[src/hw/bce_pkg.sv]
/*
 Constants, encodings and the state codes of the branch and control executor.
 Assumes the core decodes instructions into bce_op_e codes ahead of this block.
*/
// How it works
// - Every branch kind except table branches redirects to a label target or the source register value.
// - Linked branches write the following instruction address into register 14; a switching call writes the marker.
// - The value written to the link register has bit 0 set, except the return marker.
// - Register branches fault when source register bit 0 is zero.
// - Register branches copy bit 0 into the thumb bit and clear it from target.
// - Label reach: plain 2KB, conditional -256..+254, linked 16MB; else fault.
// - Conditional plain branch alone carries its own condition; larger reach inside a block.
// - No instruction of this group writes the condition flags.
// - Non-secure register branches switch state when source bit 0 is zero.
// - Switching linked form pushes return address and status, loads return marker.
// - Non-secure branches executed in non-secure state fault as undefined.
// - Compare branches test the operand against zero, flags untouched.
// - Compare branches take registers 0 to 7 only, target 4 to 130 bytes ahead.
// - Block prefix conditions up to four instructions by then or else switches.
// - A breakpoint inside a block executes even when its condition fails.
// - Exceptions may split a block; the block state is saved and restored.
// - Byte table branch offset is the unsigned byte at base plus index.
// - Halfword table shifts index by one; offset is twice the halfword.
// - Table target is the following instruction plus offset; PC base is that address.
package bce_pkg;
    typedef enum logic [3:0] {
        OP_OTHER = 4'h0, OP_B = 4'h1, OP_B_COND = 4'h2, OP_BL = 4'h3,
        OP_REG_BR = 4'h4, OP_REG_BR_LINK = 4'h5, OP_NS_BR = 4'h6, OP_NS_BR_LINK = 4'h7,
        OP_CB_ZERO = 4'h8, OP_CB_NONZERO = 4'h9, OP_IT = 4'ha, OP_TB_BYTE = 4'hb,
        OP_TB_HALF = 4'hc, OP_BREAKPOINT_INSTRUCTION = 4'hd, OP_IRQ_MASK = 4'he
    } bce_op_e;
    typedef enum logic [1:0] {ST_IDLE = 2'b01, ST_TBL = 2'b10} bce_state_e;
    localparam logic [3:0] COND_AL = 4'he;
    localparam logic [3:0] LINK_REG_IDX = 4'he;
    localparam logic [3:0] LOW_REG_MAX = 4'h7;
    localparam logic [1:0] IT_MAX_LEN = 2'h3;
    localparam logic [31:0] PC_AHEAD = 32'h0000_0004;
    localparam logic [31:0] NARROW_LEN = 32'h0000_0002;
    localparam logic [31:0] WIDE_LEN = 32'h0000_0004;
    localparam logic signed [31:0] B_MIN = -32'sd2048;
    localparam logic signed [31:0] B_MAX = 32'sd2048;
    localparam logic signed [31:0] BC_MIN = -32'sd256;
    localparam logic signed [31:0] BC_MAX = 32'sd254;
    localparam logic signed [31:0] BL_MIN = -32'sd16777216;
    localparam logic signed [31:0] BL_MAX = 32'sd16777216;
    localparam logic signed [31:0] CB_MIN = 32'sd4;
    localparam logic signed [31:0] CB_MAX = 32'sd130;
    localparam int IT_SAVE_W = 11;
endpackage

[src/hw/bce_cond.sv]
/*
 Condition code evaluator for the four status flags.
 Assumes flags arrive as n, z, c, v in bits 3 down to 0.
*/
`timescale 1ns/100ps
module bce_cond (
    input wire logic [3:0] cond,
    input wire logic [3:0] flags,
    output logic pass
);
    logic n, z, c, v, base;
    always_comb begin
        n = flags[3];
        z = flags[2];
        c = flags[1];
        v = flags[0];
        case (cond[3:1])
            3'h0: base = z;
            3'h1: base = c;
            3'h2: base = n;
            3'h3: base = v;
            3'h4: base = c & ~z;
            3'h5: base = (n == v);
            3'h6: base = ~z & (n == v);
            default: base = 1'b1;
        endcase
        // Odd codes invert, except the always pair
        if (cond[3:1] == 3'h7) begin
            pass = 1'b1;
        end else begin
            pass = base ^ cond[0];
        end
    end
endmodule

[src/hw/bce_itstate.sv]
/*
 Conditional block tracker: base condition, switches and count left.
 Assumes the executor steps it once per instruction taken inside a block.
*/
`timescale 1ns/100ps
module bce_itstate (
    input wire logic mclk,
    input wire logic nrst,
    input wire logic start,
    input wire logic [3:0] start_cond,
    input wire logic [2:0] start_sw,
    input wire logic [1:0] start_len,
    input wire logic step,
    input wire logic exc_take,
    input wire logic exc_return,
    input wire logic [bce_pkg::IT_SAVE_W-1:0] restore_val,
    output logic active,
    output logic last,
    output logic [3:0] cur_cond,
    output logic [bce_pkg::IT_SAVE_W-1:0] save_val
);
    typedef struct packed {
        logic active;
        logic [3:0] cond;
        logic els;
        logic [2:0] sw;
        logic [1:0] left;
    } bce_it_s;
    bce_it_s s_ff, nxt_s;
    always_comb begin
        nxt_s = s_ff;
        if (exc_take) begin
            nxt_s = '0;
        end else if (exc_return) begin
            nxt_s = restore_val;
        end else if (start) begin
            nxt_s.active = 1'b1;
            nxt_s.cond = start_cond;
            nxt_s.els = 1'b0;
            nxt_s.sw = start_sw;
            nxt_s.left = start_len;
        end else if (step && s_ff.active) begin
            nxt_s.active = (s_ff.left != 2'h0);
            nxt_s.els = s_ff.sw[2];
            nxt_s.sw = {s_ff.sw[1:0], 1'b0};
            nxt_s.left = s_ff.left - 2'h1;
        end
    end
    always_ff @(posedge mclk or negedge nrst) begin
        if (!nrst) begin
            s_ff <= '0;
        end else begin
            s_ff <= nxt_s;
        end
    end
    assign active = s_ff.active;
    assign last = s_ff.active && (s_ff.left == 2'h0);
    assign cur_cond = {s_ff.cond[3:1], s_ff.cond[0] ^ s_ff.els};
    assign save_val = s_ff;
endmodule

[src/hw/bce_exec.sv]
/*
 Branch and control executor: takes one decoded instruction per handshake and
 answers one cycle later with branch, link, status, stack and fault pulses; table branches branch after the table read.
 Assumes a decoder supplies register values and a memory port serves table reads.
*/
`timescale 1ns/100ps
module bce_exec #(
    parameter logic [31:0] RET_MARKER = 32'hffff_fff0,
    parameter logic [31:0] PSW_PART_MASK = 32'h0000_01ff
) (
    input wire logic mclk,
    input wire logic nrst,
    input wire logic ins_valid,
    output logic ins_ready,
    input wire bce_pkg::bce_op_e ins_op,
    input wire logic ins_wide,
    input wire logic [31:0] ins_pc,
    input wire logic [31:0] ins_imm,
    input wire logic [3:0] ins_cond,
    input wire logic [2:0] ins_it_sw,
    input wire logic [1:0] ins_it_len,
    input wire logic [31:0] src_val,
    input wire logic [3:0] opnd_idx,
    input wire logic [31:0] base_val,
    input wire logic base_is_pc,
    input wire logic [3:0] flags,
    input wire logic secure,
    input wire logic [31:0] psw_in,
    output logic tbl_req,
    output logic tbl_half,
    output logic [31:0] tbl_addr,
    input wire logic tbl_ack,
    input wire logic [15:0] tbl_data,
    input wire logic exc_take,
    input wire logic exc_return,
    input wire logic [bce_pkg::IT_SAVE_W-1:0] it_restore,
    output logic [bce_pkg::IT_SAVE_W-1:0] it_save,
    output logic it_active,
    output logic ins_done,
    output logic ins_exec,
    output logic br_valid,
    output logic [31:0] br_target,
    output logic lr_we,
    output logic [3:0] lr_idx,
    output logic [31:0] lr_data,
    output logic thumb_we,
    output logic thumb_bit,
    output logic ns_switch,
    output logic push_valid,
    output logic [31:0] push_ret,
    output logic [31:0] push_psw,
    output logic usage_fault,
    output logic breakpoint_instruction_hit,
    output logic flag_we
);
    // ---------------------------------------------------------------
    // State
    // ---------------------------------------------------------------
    typedef struct packed {
        bce_pkg::bce_state_e st;
        logic done;
        logic exec;
        logic br;
        logic [31:0] tgt;
        logic lr_we;
        logic [31:0] lr;
        logic th_we;
        logic th;
        logic ns;
        logic push;
        logic [31:0] pret;
        logic [31:0] ppsw;
        logic fault;
        logic breakpoint_instruction;
        logic treq;
        logic thalf;
        logic [31:0] taddr;
        logic [31:0] tnext;
    } bce_exec_s;
    bce_exec_s s_ff, nxt_s;

    logic acc, it_last, pass, pass_eff, range_ok, cb_ok, pc_writer;
    logic it_start, it_step;
    logic [3:0] it_cond, eff_cond;
    logic [31:0] nxt_ins, label_tgt, reg_tgt, tb_off, tb_base;
    logic signed [31:0] lo, hi, cb_rel;

    // ---------------------------------------------------------------
    // Condition and address arithmetic
    // ---------------------------------------------------------------
    assign acc = ins_valid && ins_ready;
    assign ins_ready = (s_ff.st == bce_pkg::ST_IDLE);
    // Only the conditional branch carries a condition outside a block
    assign eff_cond = it_active ? it_cond : (ins_op == bce_pkg::OP_B_COND ? ins_cond : bce_pkg::COND_AL);
    assign pass_eff = pass || (ins_op == bce_pkg::OP_BREAKPOINT_INSTRUCTION);
    assign nxt_ins = ins_pc + (ins_wide ? bce_pkg::WIDE_LEN : bce_pkg::NARROW_LEN);
    assign label_tgt = ins_pc + bce_pkg::PC_AHEAD + ins_imm;
    assign reg_tgt = {src_val[31:1], 1'b0};
    assign cb_rel = $signed(label_tgt - ins_pc);
    assign cb_ok = (cb_rel >= bce_pkg::CB_MIN) && (cb_rel <= bce_pkg::CB_MAX)
        && (opnd_idx <= bce_pkg::LOW_REG_MAX);
    assign tb_base = base_is_pc ? nxt_ins : base_val;
    assign tb_off = s_ff.thalf ? {15'h0000, tbl_data, 1'b0} : {24'h000000, tbl_data[7:0]};
    assign pc_writer = (ins_op inside {bce_pkg::OP_B, bce_pkg::OP_B_COND, bce_pkg::OP_BL,
        bce_pkg::OP_REG_BR, bce_pkg::OP_REG_BR_LINK, bce_pkg::OP_NS_BR, bce_pkg::OP_NS_BR_LINK,
        bce_pkg::OP_TB_BYTE, bce_pkg::OP_TB_HALF});

    // Reach of label branches; conditional form widens inside a block
    always_comb begin
        case (ins_op)
            bce_pkg::OP_B: begin
                lo = bce_pkg::B_MIN;
                hi = bce_pkg::B_MAX;
            end
            bce_pkg::OP_B_COND: begin
                lo = it_active ? bce_pkg::B_MIN : bce_pkg::BC_MIN;
                hi = it_active ? bce_pkg::B_MAX : bce_pkg::BC_MAX;
            end
            default: begin
                lo = bce_pkg::BL_MIN;
                hi = bce_pkg::BL_MAX;
            end
        endcase
        range_ok = ($signed(ins_imm) >= lo) && ($signed(ins_imm) <= hi);
    end

    // ---------------------------------------------------------------
    // Instruction execution
    // ---------------------------------------------------------------
    always_comb begin
        nxt_s = s_ff;
        nxt_s.done = 1'b0;
        nxt_s.exec = 1'b0;
        nxt_s.br = 1'b0;
        nxt_s.lr_we = 1'b0;
        nxt_s.th_we = 1'b0;
        nxt_s.ns = 1'b0;
        nxt_s.push = 1'b0;
        nxt_s.fault = 1'b0;
        nxt_s.breakpoint_instruction = 1'b0;
        it_start = 1'b0;
        case (s_ff.st)
            bce_pkg::ST_IDLE: begin
                if (acc && !exc_take) begin
                    nxt_s.done = 1'b1;
                    nxt_s.exec = pass_eff;
                    if (!pass_eff) begin
                        nxt_s.exec = 1'b0;
                    end else if (it_active && pc_writer && !it_last) begin
                        nxt_s.fault = 1'b1;
                    end else begin
                        case (ins_op)
                            bce_pkg::OP_B, bce_pkg::OP_B_COND, bce_pkg::OP_BL: begin
                                if (!range_ok) begin
                                    nxt_s.fault = 1'b1;
                                end else begin
                                    nxt_s.br = 1'b1;
                                    nxt_s.tgt = label_tgt;
                                    nxt_s.lr_we = (ins_op == bce_pkg::OP_BL);
                                    nxt_s.lr = {nxt_ins[31:1], 1'b1};
                                end
                            end
                            bce_pkg::OP_REG_BR, bce_pkg::OP_REG_BR_LINK: begin
                                nxt_s.th_we = 1'b1;
                                nxt_s.th = src_val[0];
                                if (!src_val[0]) begin
                                    nxt_s.fault = 1'b1;
                                end else begin
                                    nxt_s.br = 1'b1;
                                    nxt_s.tgt = reg_tgt;
                                    nxt_s.lr_we = (ins_op == bce_pkg::OP_REG_BR_LINK);
                                    nxt_s.lr = {nxt_ins[31:1], 1'b1};
                                end
                            end
                            bce_pkg::OP_NS_BR, bce_pkg::OP_NS_BR_LINK: begin
                                if (!secure) begin
                                    nxt_s.fault = 1'b1;
                                end else begin
                                    nxt_s.br = 1'b1;
                                    nxt_s.tgt = reg_tgt;
                                    nxt_s.ns = !src_val[0];
                                    nxt_s.lr = {nxt_ins[31:1], 1'b1};
                                    nxt_s.lr_we = (ins_op == bce_pkg::OP_NS_BR_LINK);
                                    if (ins_op == bce_pkg::OP_NS_BR_LINK && !src_val[0]) begin
                                        nxt_s.push = 1'b1;
                                        nxt_s.pret = {nxt_ins[31:1], 1'b1};
                                        nxt_s.ppsw = psw_in & PSW_PART_MASK;
                                        nxt_s.lr = RET_MARKER;
                                    end
                                end
                            end
                            bce_pkg::OP_CB_ZERO, bce_pkg::OP_CB_NONZERO: begin
                                if (it_active || !cb_ok) begin
                                    nxt_s.fault = 1'b1;
                                end else if ((src_val == 32'h0) == (ins_op == bce_pkg::OP_CB_ZERO)) begin
                                    nxt_s.br = 1'b1;
                                    nxt_s.tgt = label_tgt;
                                end
                            end
                            bce_pkg::OP_IT: begin
                                if (it_active) begin
                                    nxt_s.fault = 1'b1;
                                end else if (ins_cond == bce_pkg::COND_AL && ins_it_sw != 3'h0) begin
                                    nxt_s.fault = 1'b1;
                                end else begin
                                    it_start = 1'b1;
                                end
                            end
                            bce_pkg::OP_TB_BYTE, bce_pkg::OP_TB_HALF: begin
                                nxt_s.st = bce_pkg::ST_TBL;
                                nxt_s.treq = 1'b1;
                                nxt_s.thalf = (ins_op == bce_pkg::OP_TB_HALF);
                                nxt_s.taddr = tb_base + (nxt_s.thalf ? {src_val[30:0], 1'b0} : src_val);
                                nxt_s.tnext = nxt_ins;
                            end
                            bce_pkg::OP_BREAKPOINT_INSTRUCTION: begin
                                nxt_s.breakpoint_instruction = 1'b1;
                            end
                            bce_pkg::OP_IRQ_MASK: begin
                                nxt_s.fault = it_active;
                            end
                            default: begin
                                nxt_s.exec = pass_eff;
                            end
                        endcase
                    end
                end
            end
            bce_pkg::ST_TBL: begin
                if (exc_take) begin
                    nxt_s.st = bce_pkg::ST_IDLE;
                    nxt_s.treq = 1'b0;
                end else if (tbl_ack) begin
                    nxt_s.st = bce_pkg::ST_IDLE;
                    nxt_s.treq = 1'b0;
                    nxt_s.br = 1'b1;
                    nxt_s.tgt = s_ff.tnext + tb_off;
                end
            end
            default: begin
                nxt_s.st = bce_pkg::ST_IDLE;
            end
        endcase
    end

    always_ff @(posedge mclk or negedge nrst) begin
        if (!nrst) begin
            s_ff <= '0;
            s_ff.st <= bce_pkg::ST_IDLE;
        end else begin
            s_ff <= nxt_s;
        end
    end

    // Every instruction taken inside a block uses up one slot
    assign it_step = acc && !exc_take && it_active;

    bce_cond u_cond (
        .cond(eff_cond),
        .flags(flags),
        .pass(pass)
    );

    bce_itstate u_it (
        .mclk(mclk),
        .nrst(nrst),
        .start(it_start),
        .start_cond(ins_cond),
        .start_sw(ins_it_sw),
        .start_len(ins_it_len),
        .step(it_step),
        .exc_take(exc_take),
        .exc_return(exc_return),
        .restore_val(it_restore),
        .active(it_active),
        .last(it_last),
        .cur_cond(it_cond),
        .save_val(it_save)
    );

    // ---------------------------------------------------------------
    // Outputs
    // ---------------------------------------------------------------
    assign ins_done = s_ff.done;
    assign ins_exec = s_ff.exec;
    assign br_valid = s_ff.br;
    assign br_target = s_ff.tgt;
    assign lr_we = s_ff.lr_we;
    assign lr_idx = bce_pkg::LINK_REG_IDX;
    assign lr_data = s_ff.lr;
    assign thumb_we = s_ff.th_we;
    assign thumb_bit = s_ff.th;
    assign ns_switch = s_ff.ns;
    assign push_valid = s_ff.push;
    assign push_ret = s_ff.pret;
    assign push_psw = s_ff.ppsw;
    assign usage_fault = s_ff.fault;
    assign breakpoint_instruction_hit = s_ff.breakpoint_instruction;
    assign tbl_req = s_ff.treq;
    assign tbl_half = s_ff.thalf;
    assign tbl_addr = s_ff.taddr;
    assign flag_we = 1'b0;

    logic go;
    assign go = acc && !exc_take && pass_eff && !(it_active && pc_writer && !it_last);
endmodule

[config.mk]
export PLATFORM = sky130hd
export DESIGN_NAME = bce_exec
export DESIGN_NICKNAME = d
export VERILOG_FILES = /design/src/hw/bce_pkg.sv /design/src/hw/bce_cond.sv /design/src/hw/bce_itstate.sv /design/src/hw/bce_exec.sv
export SDC_FILE = /design/constraint.sdc
export NUM_CORES = 1
export LEC_CHECK = 0
export ABC_AREA = 0
export BUFFER_PORTS_ARGS = -buffer_cell sky130_fd_sc_hd__buf_2
export CAP_MARGIN = 20
export CORE_ASPECT_RATIO = 0.75
export CORE_MARGIN = 2
export CORE_UTILIZATION = 45
export CTS_CLUSTER_SIZE = 10
export DETAILED_ROUTE_END_ITERATION = 16
export PLACE_DENSITY = 0.83
export SLEW_MARGIN = 10
export SYNTH_ARGS = -nofsm -noshare
export SYNTH_HDL_FRONTEND = slang
export SYNTH_HIERARCHICAL = 1
export SYNTH_SLANG_ARGS = --single-unit
[constraint.sdc]
create_clock -name mclk -period 3.4 [get_ports mclk]
set_input_delay 1.02 -clock mclk [delete_from_list [all_inputs] [get_ports mclk]]
set_output_delay 1.02 -clock mclk [all_outputs]
set_load 0.03 [all_outputs]
**Word level (Yosys, flattened, before mapping)**

Index checks and enable logic that the tools add are counted.

- Register bits: 194
- Bits of input ports: 217
- Output and inout bits: 190
- Word-level logic and storage cells: 191

- Add/subtract/negate cells: 7
- $lt $le $gt $ge: 5
- Equality and inequality tests: 42
- Mux-type cells: 67
- Bitwise logic cells: 6
- Reduce and logical (&&, ||, !) cells: 40

Operators by type and width:

| kind | count |
|---|---|
| $mux W66 | 6 |
| $mux W206 | 1 |
| $mux W202 | 1 |
| $mux W134 | 1 |
| $mux W33 | 4 |
| $pmux W33 S4 | 1 |
| $mux W103 | 1 |
| $pmux W33 S3 | 1 |
| $mux W32 | 3 |
| $mux W67 | 1 |
| $pmux W33 S2 | 1 |
| $mux W65 | 1 |
| $add A32 B32 Y32 | 2 |
| $pmux W25 S2 | 1 |
| $pmux W24 S2 | 1 |
| $mux W11 | 3 |
| $add A32 B17 Y32 | 1 |
| $add A32 B3 Y32 | 1 |
| $add A32 B3 Y32 const B | 1 |
| $eq A4 B4 Y1 const B | 8 |
| $ge A32 B32 Y1 | 1 |
| $ge A32 B4 Y1 const B | 1 |
| $le A32 B32 Y1 | 1 |
| $le A32 B9 Y1 const B | 1 |
| other kinds (47) | 123 |

**Longest topological paths before layout**

Gate-level depths: netlist of the first run.

- Depth in word-level cells: 14
- Depth in mapped cells: 31
- Depth with buffers taken out: 27

**By module**

The synthesis of the first run kept the hierarchy.

Modules (own cells, without submodules):

| module | times used | cells an instance | area each (um^2) | seq. area each (um^2) |
|---|---|---|---|---|
| bce_exec | 1 | 2,061 | 17,232.8 | 4,580.6 |
| bce_itstate | 1 | 70 | 716.9 | 275.3 |
| bce_cond | 1 | 20 | 141.4 | 0.0 |

**Least setup slack after synthesis of the first run**

Ideal clock, no wire load.

- Path type: input to register
- Start: in ins_pc[2]
- End: reg s_ff (netlist bit br_target[11])
- Library setup time: 0.126 ns
- Arrival time: 6.756 ns
- Required time: 3.274 ns
- Path slack: -3.482 ns
- Stages on the path: 29
- Path through: inv_1 > ha_1 > inv_1 > ha_1 > a211oi_1 > o21ai_0 > a311oi_1 > nor2_1 > a311o_1 > a21oi_1 > nor2b_1 > o21a_1 > o41a_1 > xnor2_1 > ha_1 > nand2_1 > a21oi_1 > o41ai_1 > nor2_1 > a311oi_1 > xnor2_1 > a2111oi_0 > and4_1 > a31o_4 > o21ai_2 > buf_6 > buf_2 > nor3_1 > a221o_1

- Longest elaborated chain between the ends: 10
- Elaborated cells on any way between the ends: 19

Ends and longest elaborated chain:

| item | RTL line | source |
|---|---|---|
| start, declared | bce_exec.sv:17 | `input wire logic [31:0] ins_pc,` |
| $add A32 B3 Y32 | bce_exec.sv:97 | `assign label_tgt = ins_pc + bce_pkg::PC_AHEAD + ins_imm;` |
| $add A32 B32 Y32 | bce_exec.sv:97 |  |
| $sub A32 B32 Y32 | bce_exec.sv:99 | `assign cb_rel = $signed(label_tgt - ins_pc);` |
| $ge A32 B4 Y1 or $le A32 B9 Y1 (tied branches) | bce_exec.sv:100 | `assign cb_ok = (cb_rel >= bce_pkg::CB_MIN) && (cb_rel <= bce_pkg::CB_MAX)` |
| $logic_and A1 B1 Y1 | bce_exec.sv:100 |  |
| $logic_and A1 B1 Y1 | bce_exec.sv:101 | `&& (opnd_idx <= bce_pkg::LOW_REG_MAX);` |
| $logic_not A1 Y1 | bce_exec.sv:193 | `if (it_active \|\| !cb_ok) begin` |
| $logic_or A1 B1 Y1 | bce_exec.sv:193 |  |
| $ne A3 B3 Y1 (no source line) | - |  |
| $reduce_and A12 Y1 (no source line) | - |  |
| end signal, assigned | bce_exec.sv:251 | `s_ff <= nxt_s;` |
| end, declared | bce_exec.sv:80 | `bce_exec_s s_ff, nxt_s;` |

Several ways; a longest one is shown, not always the timed one. The select of a mux whose other input is x is not followed.
A chain may end at the register's enable or synchronous reset.

**Worst setup path in the final report of the first run**

- Start: in ins_pc[6]
- End: reg s_ff (netlist bit br_target[23])

The elaborated chain is that of the path after synthesis.

==> metrics.txt, run 1 <==
# TYPE chip_impl_metric gauge
chip_impl_metric{name="grt_pass1_wl",unit="mm"} 121.1
chip_impl_info{name="layout_common_cells",value="615 x sky130_fd_sc_hd__buf_4, 344 x sky130_fd_sc_hd__buf_2, 193 x sky130_fd_sc_hd__dfrtp_1, 140 x sky130_fd_sc_hd__ha_1, 124 x sky130_fd_sc_hd__nand2_1"} 1
chip_impl_metric{name="avgSynthCellArea",unit="µm²"} 8.411
chip_impl_metric{name="setup_viol",unit=""} 191
chip_impl_metric{name="ys_types",unit=""} 85
chip_impl_info{name="synth.top_cells.by_area",value="sky130_fd_sc_hd__dfrtp_1 27%, sky130_fd_sc_hd__ha_1 12%, sky130_fd_sc_hd__buf_4 7.1%"} 1
chip_impl_info{name="synthFlopType",value="sky130_fd_sc_hd__dfrtp_1"} 1
chip_impl_metric{name="design_power_total",unit="W"} 0.01606
chip_impl_metric{name="nNetsFinal",unit=""} 3408
chip_impl_info{name="timing_worst_setup_path_type",value="in2reg"} 1
chip_impl_metric{name="clock_insertion_delay_worst_skew",unit="ns"} 0.50
chip_impl_metric{name="power_per_cell_area",unit="nW/µm²"} 558.5
chip_impl_metric{name="buffer_ports.inserted",unit=""} 352
chip_impl_metric{name="synth_xor_area_share",unit="%"} 6.716
chip_impl_metric{name="grt_overflow",unit=""} 0
chip_impl_metric{name="hold-path-cell-count",unit=""} 1
chip_impl_metric{name="tritoncts.num_buffers",unit=""} 17
chip_impl_metric{name="floorplan.initialDensity",unit="%"} 45.72
chip_impl_info{name="failed_checks",value="negative setup slack"} 1
chip_impl_metric{name="critPathRequiredTime",unit="ns"} 3.77
chip_impl_info{name="min_path_type",value="reg2reg"} 1
chip_impl_info{name="run_status",value="finished with violations"} 1
chip_impl_metric{name="post_synth_and_or_nand_nor_area_fraction",unit="%"} 16.07
chip_impl_metric{name="synth-async-reset-ratio",unit="%"} 100.0
chip_impl_metric{name="ant_nets",unit=""} 0
chip_impl_metric{name="r2r_slack",unit="ns"} -0.74
chip_impl_metric{name="finalMaxSlewViolations",unit=""} 0
chip_impl_metric{name="min_period_over_period",unit="%"} 184.2
chip_impl_metric{name="post_drt_via_cell_ratio",unit=""} 6.102
chip_impl_info{name="startpoint_of_the_worst_register_to_register_path",value="tbl_half"} 1
chip_impl_info{name="synth_top_family_by_area",value="compound AO/OA/AOI/OAI gates"} 1
chip_impl_metric{name="number_of_vias_after_detailed_routing",unit=""} 21680
chip_impl_metric{name="dp_worst_setup_slack",unit="ns"} -3.686
chip_impl_metric{name="global_route.usage.met1",unit="%"} 49.63
chip_impl_metric{name="core_area",unit="µm²"} 39570
chip_impl_info{name="worst_setup_path_start_kind",value="primary input"} 1
chip_impl_metric{name="post_synthesis_cell_area",unit="µm²"} 18090
chip_impl_metric{name="muxShareOfSynthArea",unit="%"} 4.696
chip_impl_metric{name="synth-compound-area-share",unit="%"} 22.50
chip_impl_metric{name="timing_worst_slew_pin_value",unit="ns"} 0.9747
chip_impl_metric{name="relSlewSlack",unit="%"} 34.88
chip_impl_metric{name="initial_antenna_violation_count",unit=""} 1
chip_impl_metric{name="cp_slowest_stage_delay",unit="ns"} 0.35
chip_impl_info{name="critical_hold_path_startpoint",value="lr_data[23]"} 1
chip_impl_metric{name="syn_to_final_growth",unit="%"} 59.00
chip_impl_metric{name="first_global_vias",unit=""} 20790
chip_impl_info{name="unrepaired_setup_endpoints_after_global_routing",value="yes"} 1
chip_impl_metric{name="synth_top_area_share",unit="%"} 26.70
chip_impl_metric{name="skew",unit="ns"} 0.02421
chip_impl_metric{name="postSynthCellCount",unit=""} 2151
chip_impl_info{name="tritoncts_clock_tree",value="done"} 1
chip_impl_metric{name="clock_transition_at_the_register_clock_pins_on_the_worst_setup_and_hold_paths_after_cts",unit="ns"} 0.08
chip_impl_metric{name="ys_warn_count",unit=""} 6
chip_impl_metric{name="global_router_s_overall_resource_usage",unit="%"} 37.57
chip_impl_metric{name="drt_first_iter_violations",unit=""} 2408
chip_impl_metric{name="finalWorstPathRequiredPeriod",unit="ns"} 6.262
chip_impl_metric{name="route.detailed.wl_per_inst",unit="µm"} 24.72
chip_impl_metric{name="finalWirelength",unit="mm"} 87.84
chip_impl_metric{name="drv_cap",unit=""} 0
chip_impl_metric{name="vdd_ir_drop_max",unit="µV"} 484.4
chip_impl_metric{name="synth-edff-count",unit=""} 0
chip_impl_metric{name="vert_die_dim",unit="µm"} 177.6
chip_impl_info{name="cpMostUsedCell",value="sky130_fd_sc_hd__buf_4"} 1
chip_impl_metric{name="static-leakage-power",unit="nW"} 14.15
chip_impl_metric{name="power.share.clock",unit="%"} 14.4
chip_impl_metric{name="layout.filler_cells",unit=""} 2684
chip_impl_metric{name="postSynthRegisterBits",unit=""} 194
chip_impl_metric{name="ctsLongestPathBuffers",unit=""} 2
chip_impl_info{name="worst_setup_path_end_kind",value="flop"} 1
chip_impl_metric{name="r2r_cells",unit=""} 15
chip_impl_metric{name="remaining_drc_errors",unit=""} 0
chip_impl_metric{name="timing.critical_path.arrival",unit="ns"} 6.63
chip_impl_info{name="hold-path-endpoint",value="lr_data[23]"} 1
chip_impl_info{name="busiest_layer",value="met2"} 1
chip_impl_metric{name="timing.fmax",unit="MHz"} 159.7
chip_impl_metric{name="num_io_pins",unit=""} 407
chip_impl_metric{name="die_area",unit="µm²"} 41840
chip_impl_info{name="synth_area_leader_cell",value="sky130_fd_sc_hd__dfrtp_1"} 1
chip_impl_info{name="layout_commonest_cell",value="sky130_fd_sc_hd__buf_4"} 1
chip_impl_metric{name="cts_max_level",unit=""} 4
chip_impl_metric{name="post_route_cells_drive_above_1_share",unit="%"} 52.10
chip_impl_metric{name="switching_share",unit="%"} 46.83
chip_impl_metric{name="dp_hpwl",unit="mm"} 59.45
chip_impl_metric{name="comb_power_share",unit="%"} 62.1
chip_impl_metric{name="pwr-share-seq",unit="%"} 23.5
chip_impl_metric{name="final_hold_viol_count",unit=""} 0
chip_impl_metric{name="yosys.area_share.adder",unit="%"} 12.31
chip_impl_metric{name="cts.sinks",unit=""} 194
chip_impl_metric{name="seq_area_frac_synth",unit="%"} 26.84
chip_impl_metric{name="placementRows",unit=""} 63
chip_impl_metric{name="met2_usage_in_global_routing",unit="%"} 60.08
chip_impl_metric{name="layout.area.seq",unit="µm²"} 4856
chip_impl_metric{name="internal_pwr_total",unit="W"} 0.008542
chip_impl_metric{name="multi_input_comb_area",unit="µm²"} 13950
chip_impl_metric{name="drt-pass1-iter-count",unit=""} 8
chip_impl_metric{name="grt_max_degree",unit=""} 79
chip_impl_metric{name="setup_slack",unit="ns"} -2.862
chip_impl_info{name="r2r_end",value="br_target[28]"} 1
chip_impl_metric{name="replace_congestion",unit=""} 1.007
chip_impl_info{name="slowest_stage",value="sky130_fd_sc_hd__a221o_1"} 1
chip_impl_metric{name="groute.layer.met3.usage",unit="%"} 7.451
chip_impl_metric{name="cts_hold_buf",unit=""} 0
chip_impl_metric{name="die_x",unit="µm"} 235.5
chip_impl_metric{name="switchingPower",unit="W"} 0.007523
chip_impl_info{name="cts_root_buffer",value="sky130_fd_sc_hd__clkbuf_16"} 1
chip_impl_metric{name="highest_net_fanout_along_the_worst_path",unit=""} 7
worst max path at each step:
stage	startpoint	end	slack [ns]	depth (start not counted)
after floorplan	ins_pc[2]	br_target[11]	-2.93	29
after global placement	ins_pc[2]	br_target[3]	-3.62	28
after detailed placement	ins_pc[2]	br_target[10]	-3.69	28
after global routing	ins_pc[6]	br_target[23]	-3.01	31
after CTS	ins_pc[2]	br_target[4]	-2.70	30
final	ins_pc[6]	br_target[23]	-2.86	30
state kept, by name, summed over array words and instances, names as in the netlist:
signal	count
tbl_req	1
push_ret	32
push_psw	9
push_valid	1
ins_done	1
s_ff	34
u_it/active	1
tbl_half	1
ns_switch	1
usage_fault	1
u_it/save_val	7
thumb_we	1
thumb_bit	1
breakpoint_instruction_hit	1
ins_exec	1
lr_data	32
br_target	32
lr_we	1
u_it/cur_cond	3
br_valid	1
tbl_addr	32
per-layer routing:
metal / share of wire [%] / up-vias
met2: 44 / 1555
met3: 10 / 406
met5: 0.017 / -
met4: 6.2 / 2
li1: - / 9336
met1: 39 / 10380
synth_stat cells (all sizes together) (45+ instances only):
| cell type | instances |
|---|---|
| o21ai | 141 |
| xnor2 | 91 |
| dfrtp | 193 |
| nand3 | 45 |
| nor2 | 160 |
| a21oi | 188 |
| ha | 170 |
| buf | 185 |
| a21o | 73 |
| clkbuf | 72 |
| nand2 | 176 |
| mux2 | 63 |
| xor2 | 45 |
| nor3 | 57 |
| inv | 77 |
cell families after synthesis:
group | Yosys count
and+or+nand+nor | 607
other | 2
xor gates and xnor gates | 137
DFF | 194
buffers and inverters | 334
AOI/OAI and AO/OA | 625
muxes | 77
adders and majority gates | 175
power groups by stage:
stage                     Sequential [W]  Clock [W]  Combinational, W
after floorplan                  0.00342          0           0.00548
after global placement           0.00352          0           0.00807
after detailed placement         0.00356          0           0.00821
after CTS                        0.00360    0.00226           0.00894
after global routing             0.00381    0.00240            0.0105
final                            0.00378    0.00231           0.00997
timing repair:
| action | CTS | global route |
|---|---|---|
| buffers inserted | 72 | 36 |
| gates resized for setup | 344 | 217 |
| endpoints found under the setup margin | 191 | 191 |
| pin swaps | 98 | 89 |
| cloned | 23 | 8 |
critical path, delay by kind of cell:
kind	cells	cell delay, ns
compound gates	10	2.22
buf+inv	12	1.60
simple gates	3	0.54
xor+xnor	2	0.34
fa+ha+maj	3	0.89
layout make-up:
class	instances	area share, %
multi-input cells	1650	48.49
repair buffers	1075	28.89
flip-flops and latches	194	16.88
well taps	520	2.262
clock buffers	17	1.479
inverters	77	1.161
clock inverters	15	0.7699
diodes	4	0.03480
repair inverters	1	0.03045
stage by stage:
stage	hold WS, ns	setup TNS [ns]	area (µm²)	utilization [%]	std cells
2_1_floorplan	0.4486	-159.00	19360	-	2177
3_3_place_gp	0.4587	-284.49	24380	61.62	3396
3_5_place_dp	0.4646	-308.96	24380	61.62	3396
4_1_cts	0.4857	-165.49	27530	69.56	3516
5_1_grt	0.5143	-212.96	28760	72.67	3549
6_report	0.4915	-195.62	28770	72.69	3553
Power figures use the tool's default switching activity.
==> inputs of run 2 (changes only) <==
--- a/config.mk
+++ b/config.mk
@@ -14,6 +14,7 @@
 export CTS_CLUSTER_SIZE = 10
 export DETAILED_ROUTE_END_ITERATION = 16
 export PLACE_DENSITY = 0.83
+export REMOVE_ABC_BUFFERS = 1
 export SLEW_MARGIN = 10
 export SYNTH_ARGS = -nofsm -noshare
 export SYNTH_HDL_FRONTEND = slang
==> run 2 against run 1 <==
The flow still finishes with violations (negative setup slack). Cell area down 1.8%. Clock-buffer cell count did not move. Via count grew 0.54%. Combinational power fell by 3.9%. Critical path depth rose by 2. Flip-flop and latch count is the same. Clock skew barely moved. Non-clock buffer count is 5 higher. Largest cell class unchanged. Largest power group unchanged. Highest routed layer unchanged.
==> metrics.txt, run 2 (same netlist as run 1, synthesis figures left out) <==
# TYPE chip_impl_metric gauge
chip_impl_metric{name="first_global_vias",unit=""} 19990
chip_impl_metric{name="relSlewSlack",unit="%"} 40.87
chip_impl_metric{name="dp_hpwl",unit="mm"} 57.99
chip_impl_metric{name="syn_to_final_growth",unit="%"} 56.08
chip_impl_metric{name="finalNonFillerCells",unit=""} 3557
chip_impl_metric{name="number_of_vias_after_detailed_routing",unit=""} 21800
chip_impl_metric{name="finalMaxSlewViolations",unit=""} 0
chip_impl_metric{name="replace_congestion",unit=""} 0.9534
chip_impl_metric{name="remaining_drc_errors",unit=""} 0
chip_impl_metric{name="grt_pass1_wl",unit="mm"} 112.6
chip_impl_metric{name="static-leakage-power",unit="nW"} 14.07
chip_impl_metric{name="layout.area.seq",unit="µm²"} 4856
chip_impl_info{name="tritoncts_clock_tree",value="done"} 1
chip_impl_info{name="worst_setup_path_end_kind",value="flop"} 1
chip_impl_metric{name="route.detailed.wl_per_inst",unit="µm"} 24.20
chip_impl_metric{name="vert_die_dim",unit="µm"} 177.6
chip_impl_info{name="failed_checks",value="negative setup slack"} 1
chip_impl_metric{name="setup_viol",unit=""} 191
chip_impl_metric{name="cts_hold_buf",unit=""} 0
chip_impl_metric{name="drv_cap",unit=""} 0
chip_impl_metric{name="num_io_pins",unit=""} 407
chip_impl_metric{name="nNetsFinal",unit=""} 3411
chip_impl_metric{name="initial_antenna_violation_count",unit=""} 12
chip_impl_metric{name="timing_worst_slew_pin_value",unit="ns"} 0.8850
chip_impl_metric{name="placementRows",unit=""} 63
chip_impl_metric{name="post_route_cells_drive_above_1_share",unit="%"} 49.44
chip_impl_metric{name="r2r_cells",unit=""} 16
chip_impl_metric{name="min_period_over_period",unit="%"} 190.5
chip_impl_metric{name="highest_net_fanout_along_the_worst_path",unit=""} 8
chip_impl_metric{name="grt_overflow",unit=""} 0
chip_impl_info{name="critical_path.top_delay_family",value="compound AO/OA/AOI/OAI gates"} 1
chip_impl_info{name="layout_commonest_cell",value="sky130_fd_sc_hd__buf_4"} 1
chip_impl_metric{name="core_area",unit="µm²"} 39570
chip_impl_metric{name="cp_slowest_stage_delay",unit="ns"} 0.39
chip_impl_metric{name="die_x",unit="µm"} 235.5
chip_impl_info{name="min_path_type",value="in2async"} 1
chip_impl_metric{name="global_router_s_overall_resource_usage",unit="%"} 34.69
chip_impl_metric{name="finalSetupTns",unit="ns"} -204.00
chip_impl_info{name="startpoint_of_the_worst_register_to_register_path",value="tbl_half"} 1
chip_impl_metric{name="finalWorstPathRequiredPeriod",unit="ns"} 6.477
chip_impl_metric{name="finalWirelength",unit="mm"} 86.07
chip_impl_metric{name="largest_register_ffs",unit=""} 34
chip_impl_metric{name="vdd_ir_drop_max",unit="µV"} 451.6
chip_impl_info{name="timing_worst_setup_path_type",value="in2reg"} 1
chip_impl_info{name="r2r_end",value="br_target[31]"} 1
chip_impl_metric{name="multi_input_comb_area",unit="µm²"} 13430
chip_impl_metric{name="skew",unit="ns"} 0.02374
chip_impl_metric{name="ant_nets",unit=""} 0
chip_impl_metric{name="minimum_hold_slack",unit="ns"} 0.4222
chip_impl_metric{name="floorplan.initialDensity",unit="%"} 45.72
chip_impl_metric{name="tritoncts.num_buffers",unit=""} 17
chip_impl_metric{name="drt-pass1-iter-count",unit=""} 6
chip_impl_metric{name="ctsLongestPathBuffers",unit=""} 2
chip_impl_metric{name="cts.sinks",unit=""} 194
chip_impl_info{name="run_status",value="finished with violations"} 1
chip_impl_info{name="layout_common_cells",value="613 x sky130_fd_sc_hd__buf_4, 344 x sky130_fd_sc_hd__buf_2, 193 x sky130_fd_sc_hd__dfrtp_1, 146 x sky130_fd_sc_hd__ha_1, 144 x sky130_fd_sc_hd__nand2_1"} 1
chip_impl_metric{name="timing.fmax",unit="MHz"} 154.4
chip_impl_metric{name="design_power_total",unit="W"} 0.01528
chip_impl_metric{name="final_util",unit="%"} 71.36
chip_impl_metric{name="die_area",unit="µm²"} 41840
chip_impl_metric{name="dp.cells",unit=""} 3398
chip_impl_metric{name="clock_transition_at_the_register_clock_pins_on_the_worst_setup_and_hold_paths_after_cts",unit="ns"} 0.08
chip_impl_metric{name="power_per_cell_area",unit="nW/µm²"} 541.2
chip_impl_metric{name="critPathRequiredTime",unit="ns"} 3.78
chip_impl_info{name="worst_setup_path_startpoint",value="ins_imm[2]"} 1
chip_impl_metric{name="buffer_ports.inserted",unit=""} 352
chip_impl_metric{name="post_drt_via_cell_ratio",unit=""} 6.129
chip_impl_metric{name="clock_insertion_delay_worst_skew",unit="ns"} 0.50
chip_impl_metric{name="final_hold_viol_count",unit=""} 0
chip_impl_metric{name="r2r_slack",unit="ns"} -1.19
chip_impl_info{name="worst_setup_path_start_kind",value="primary input"} 1
chip_impl_metric{name="crit_buf_inv",unit=""} 7
chip_impl_info{name="unrepaired_setup_endpoints_after_global_routing",value="yes"} 1
chip_impl_metric{name="layout.filler_cells",unit=""} 2744
chip_impl_metric{name="grt_max_degree",unit=""} 69
chip_impl_info{name="cts_root_buffer",value="sky130_fd_sc_hd__clkbuf_16"} 1
chip_impl_info{name="slowest_stage",value="sky130_fd_sc_hd__ha_2"} 1
chip_impl_metric{name="cts_max_level",unit=""} 4
chip_impl_metric{name="drt_first_iter_violations",unit=""} 2669
chip_impl_metric{name="timing.critical_path.arrival",unit="ns"} 6.85
chip_impl_info{name="top_register",value="s_ff"} 1
chip_impl_metric{name="setup_slack",unit="ns"} -3.077
run 2: timing repair:
action,CTS,global route
buffers inserted,39,62
gates resized for setup,228,356
gates cloned,2,34
endpoints found under the setup margin,191,190
pin swaps,121,150
run 2: routing by layer:
layer  global-route usage (%)  share of wire (%)
met5                        0              0.092
met4                    13.72                5.8
met3                    8.306                 12
met2                    53.75                 43
met1                    46.74                 39
run 2: how the worst max path moves through the flow:
stage,endpoint,depth (start not counted)
finish,br_target[23],32
global route,br_target[3],32
CTS,br_target[24],30
detailed placement,br_target[23],29
global placement,br_target[4],30
floorplan,br_target[10],27
run 2: cell type report:
| class | instances | share of cell area [%] |
|---|---|---|
| multi-input cells | 1649 | 47.56 |
| well taps | 520 | 2.304 |
| clock inverters | 15 | 0.6159 |
| inverters | 77 | 1.086 |
| diodes | 5 | 0.04431 |
| flip-flops and latches | 194 | 17.20 |
| repair buffers | 1080 | 29.69 |
| clock buffers | 17 | 1.507 |
run 2: report_power, final:
part           switching, W  internal [W]  leakage, nW
sequential         0.000541       0.00299         2.57
clock               0.00117       0.00100        0.293
combinational       0.00529       0.00429         11.2
total               0.00700       0.00828         14.1
run 2: through the flow:
step / setup slack (ns) / instance area [µm²]
floorplan: -4.629 / 16520
global placement: -4.116 / 23740
detailed placement: -4.290 / 23740
CTS: -3.102 / 25640
global route: -3.246 / 28230
finish: -3.077 / 28240
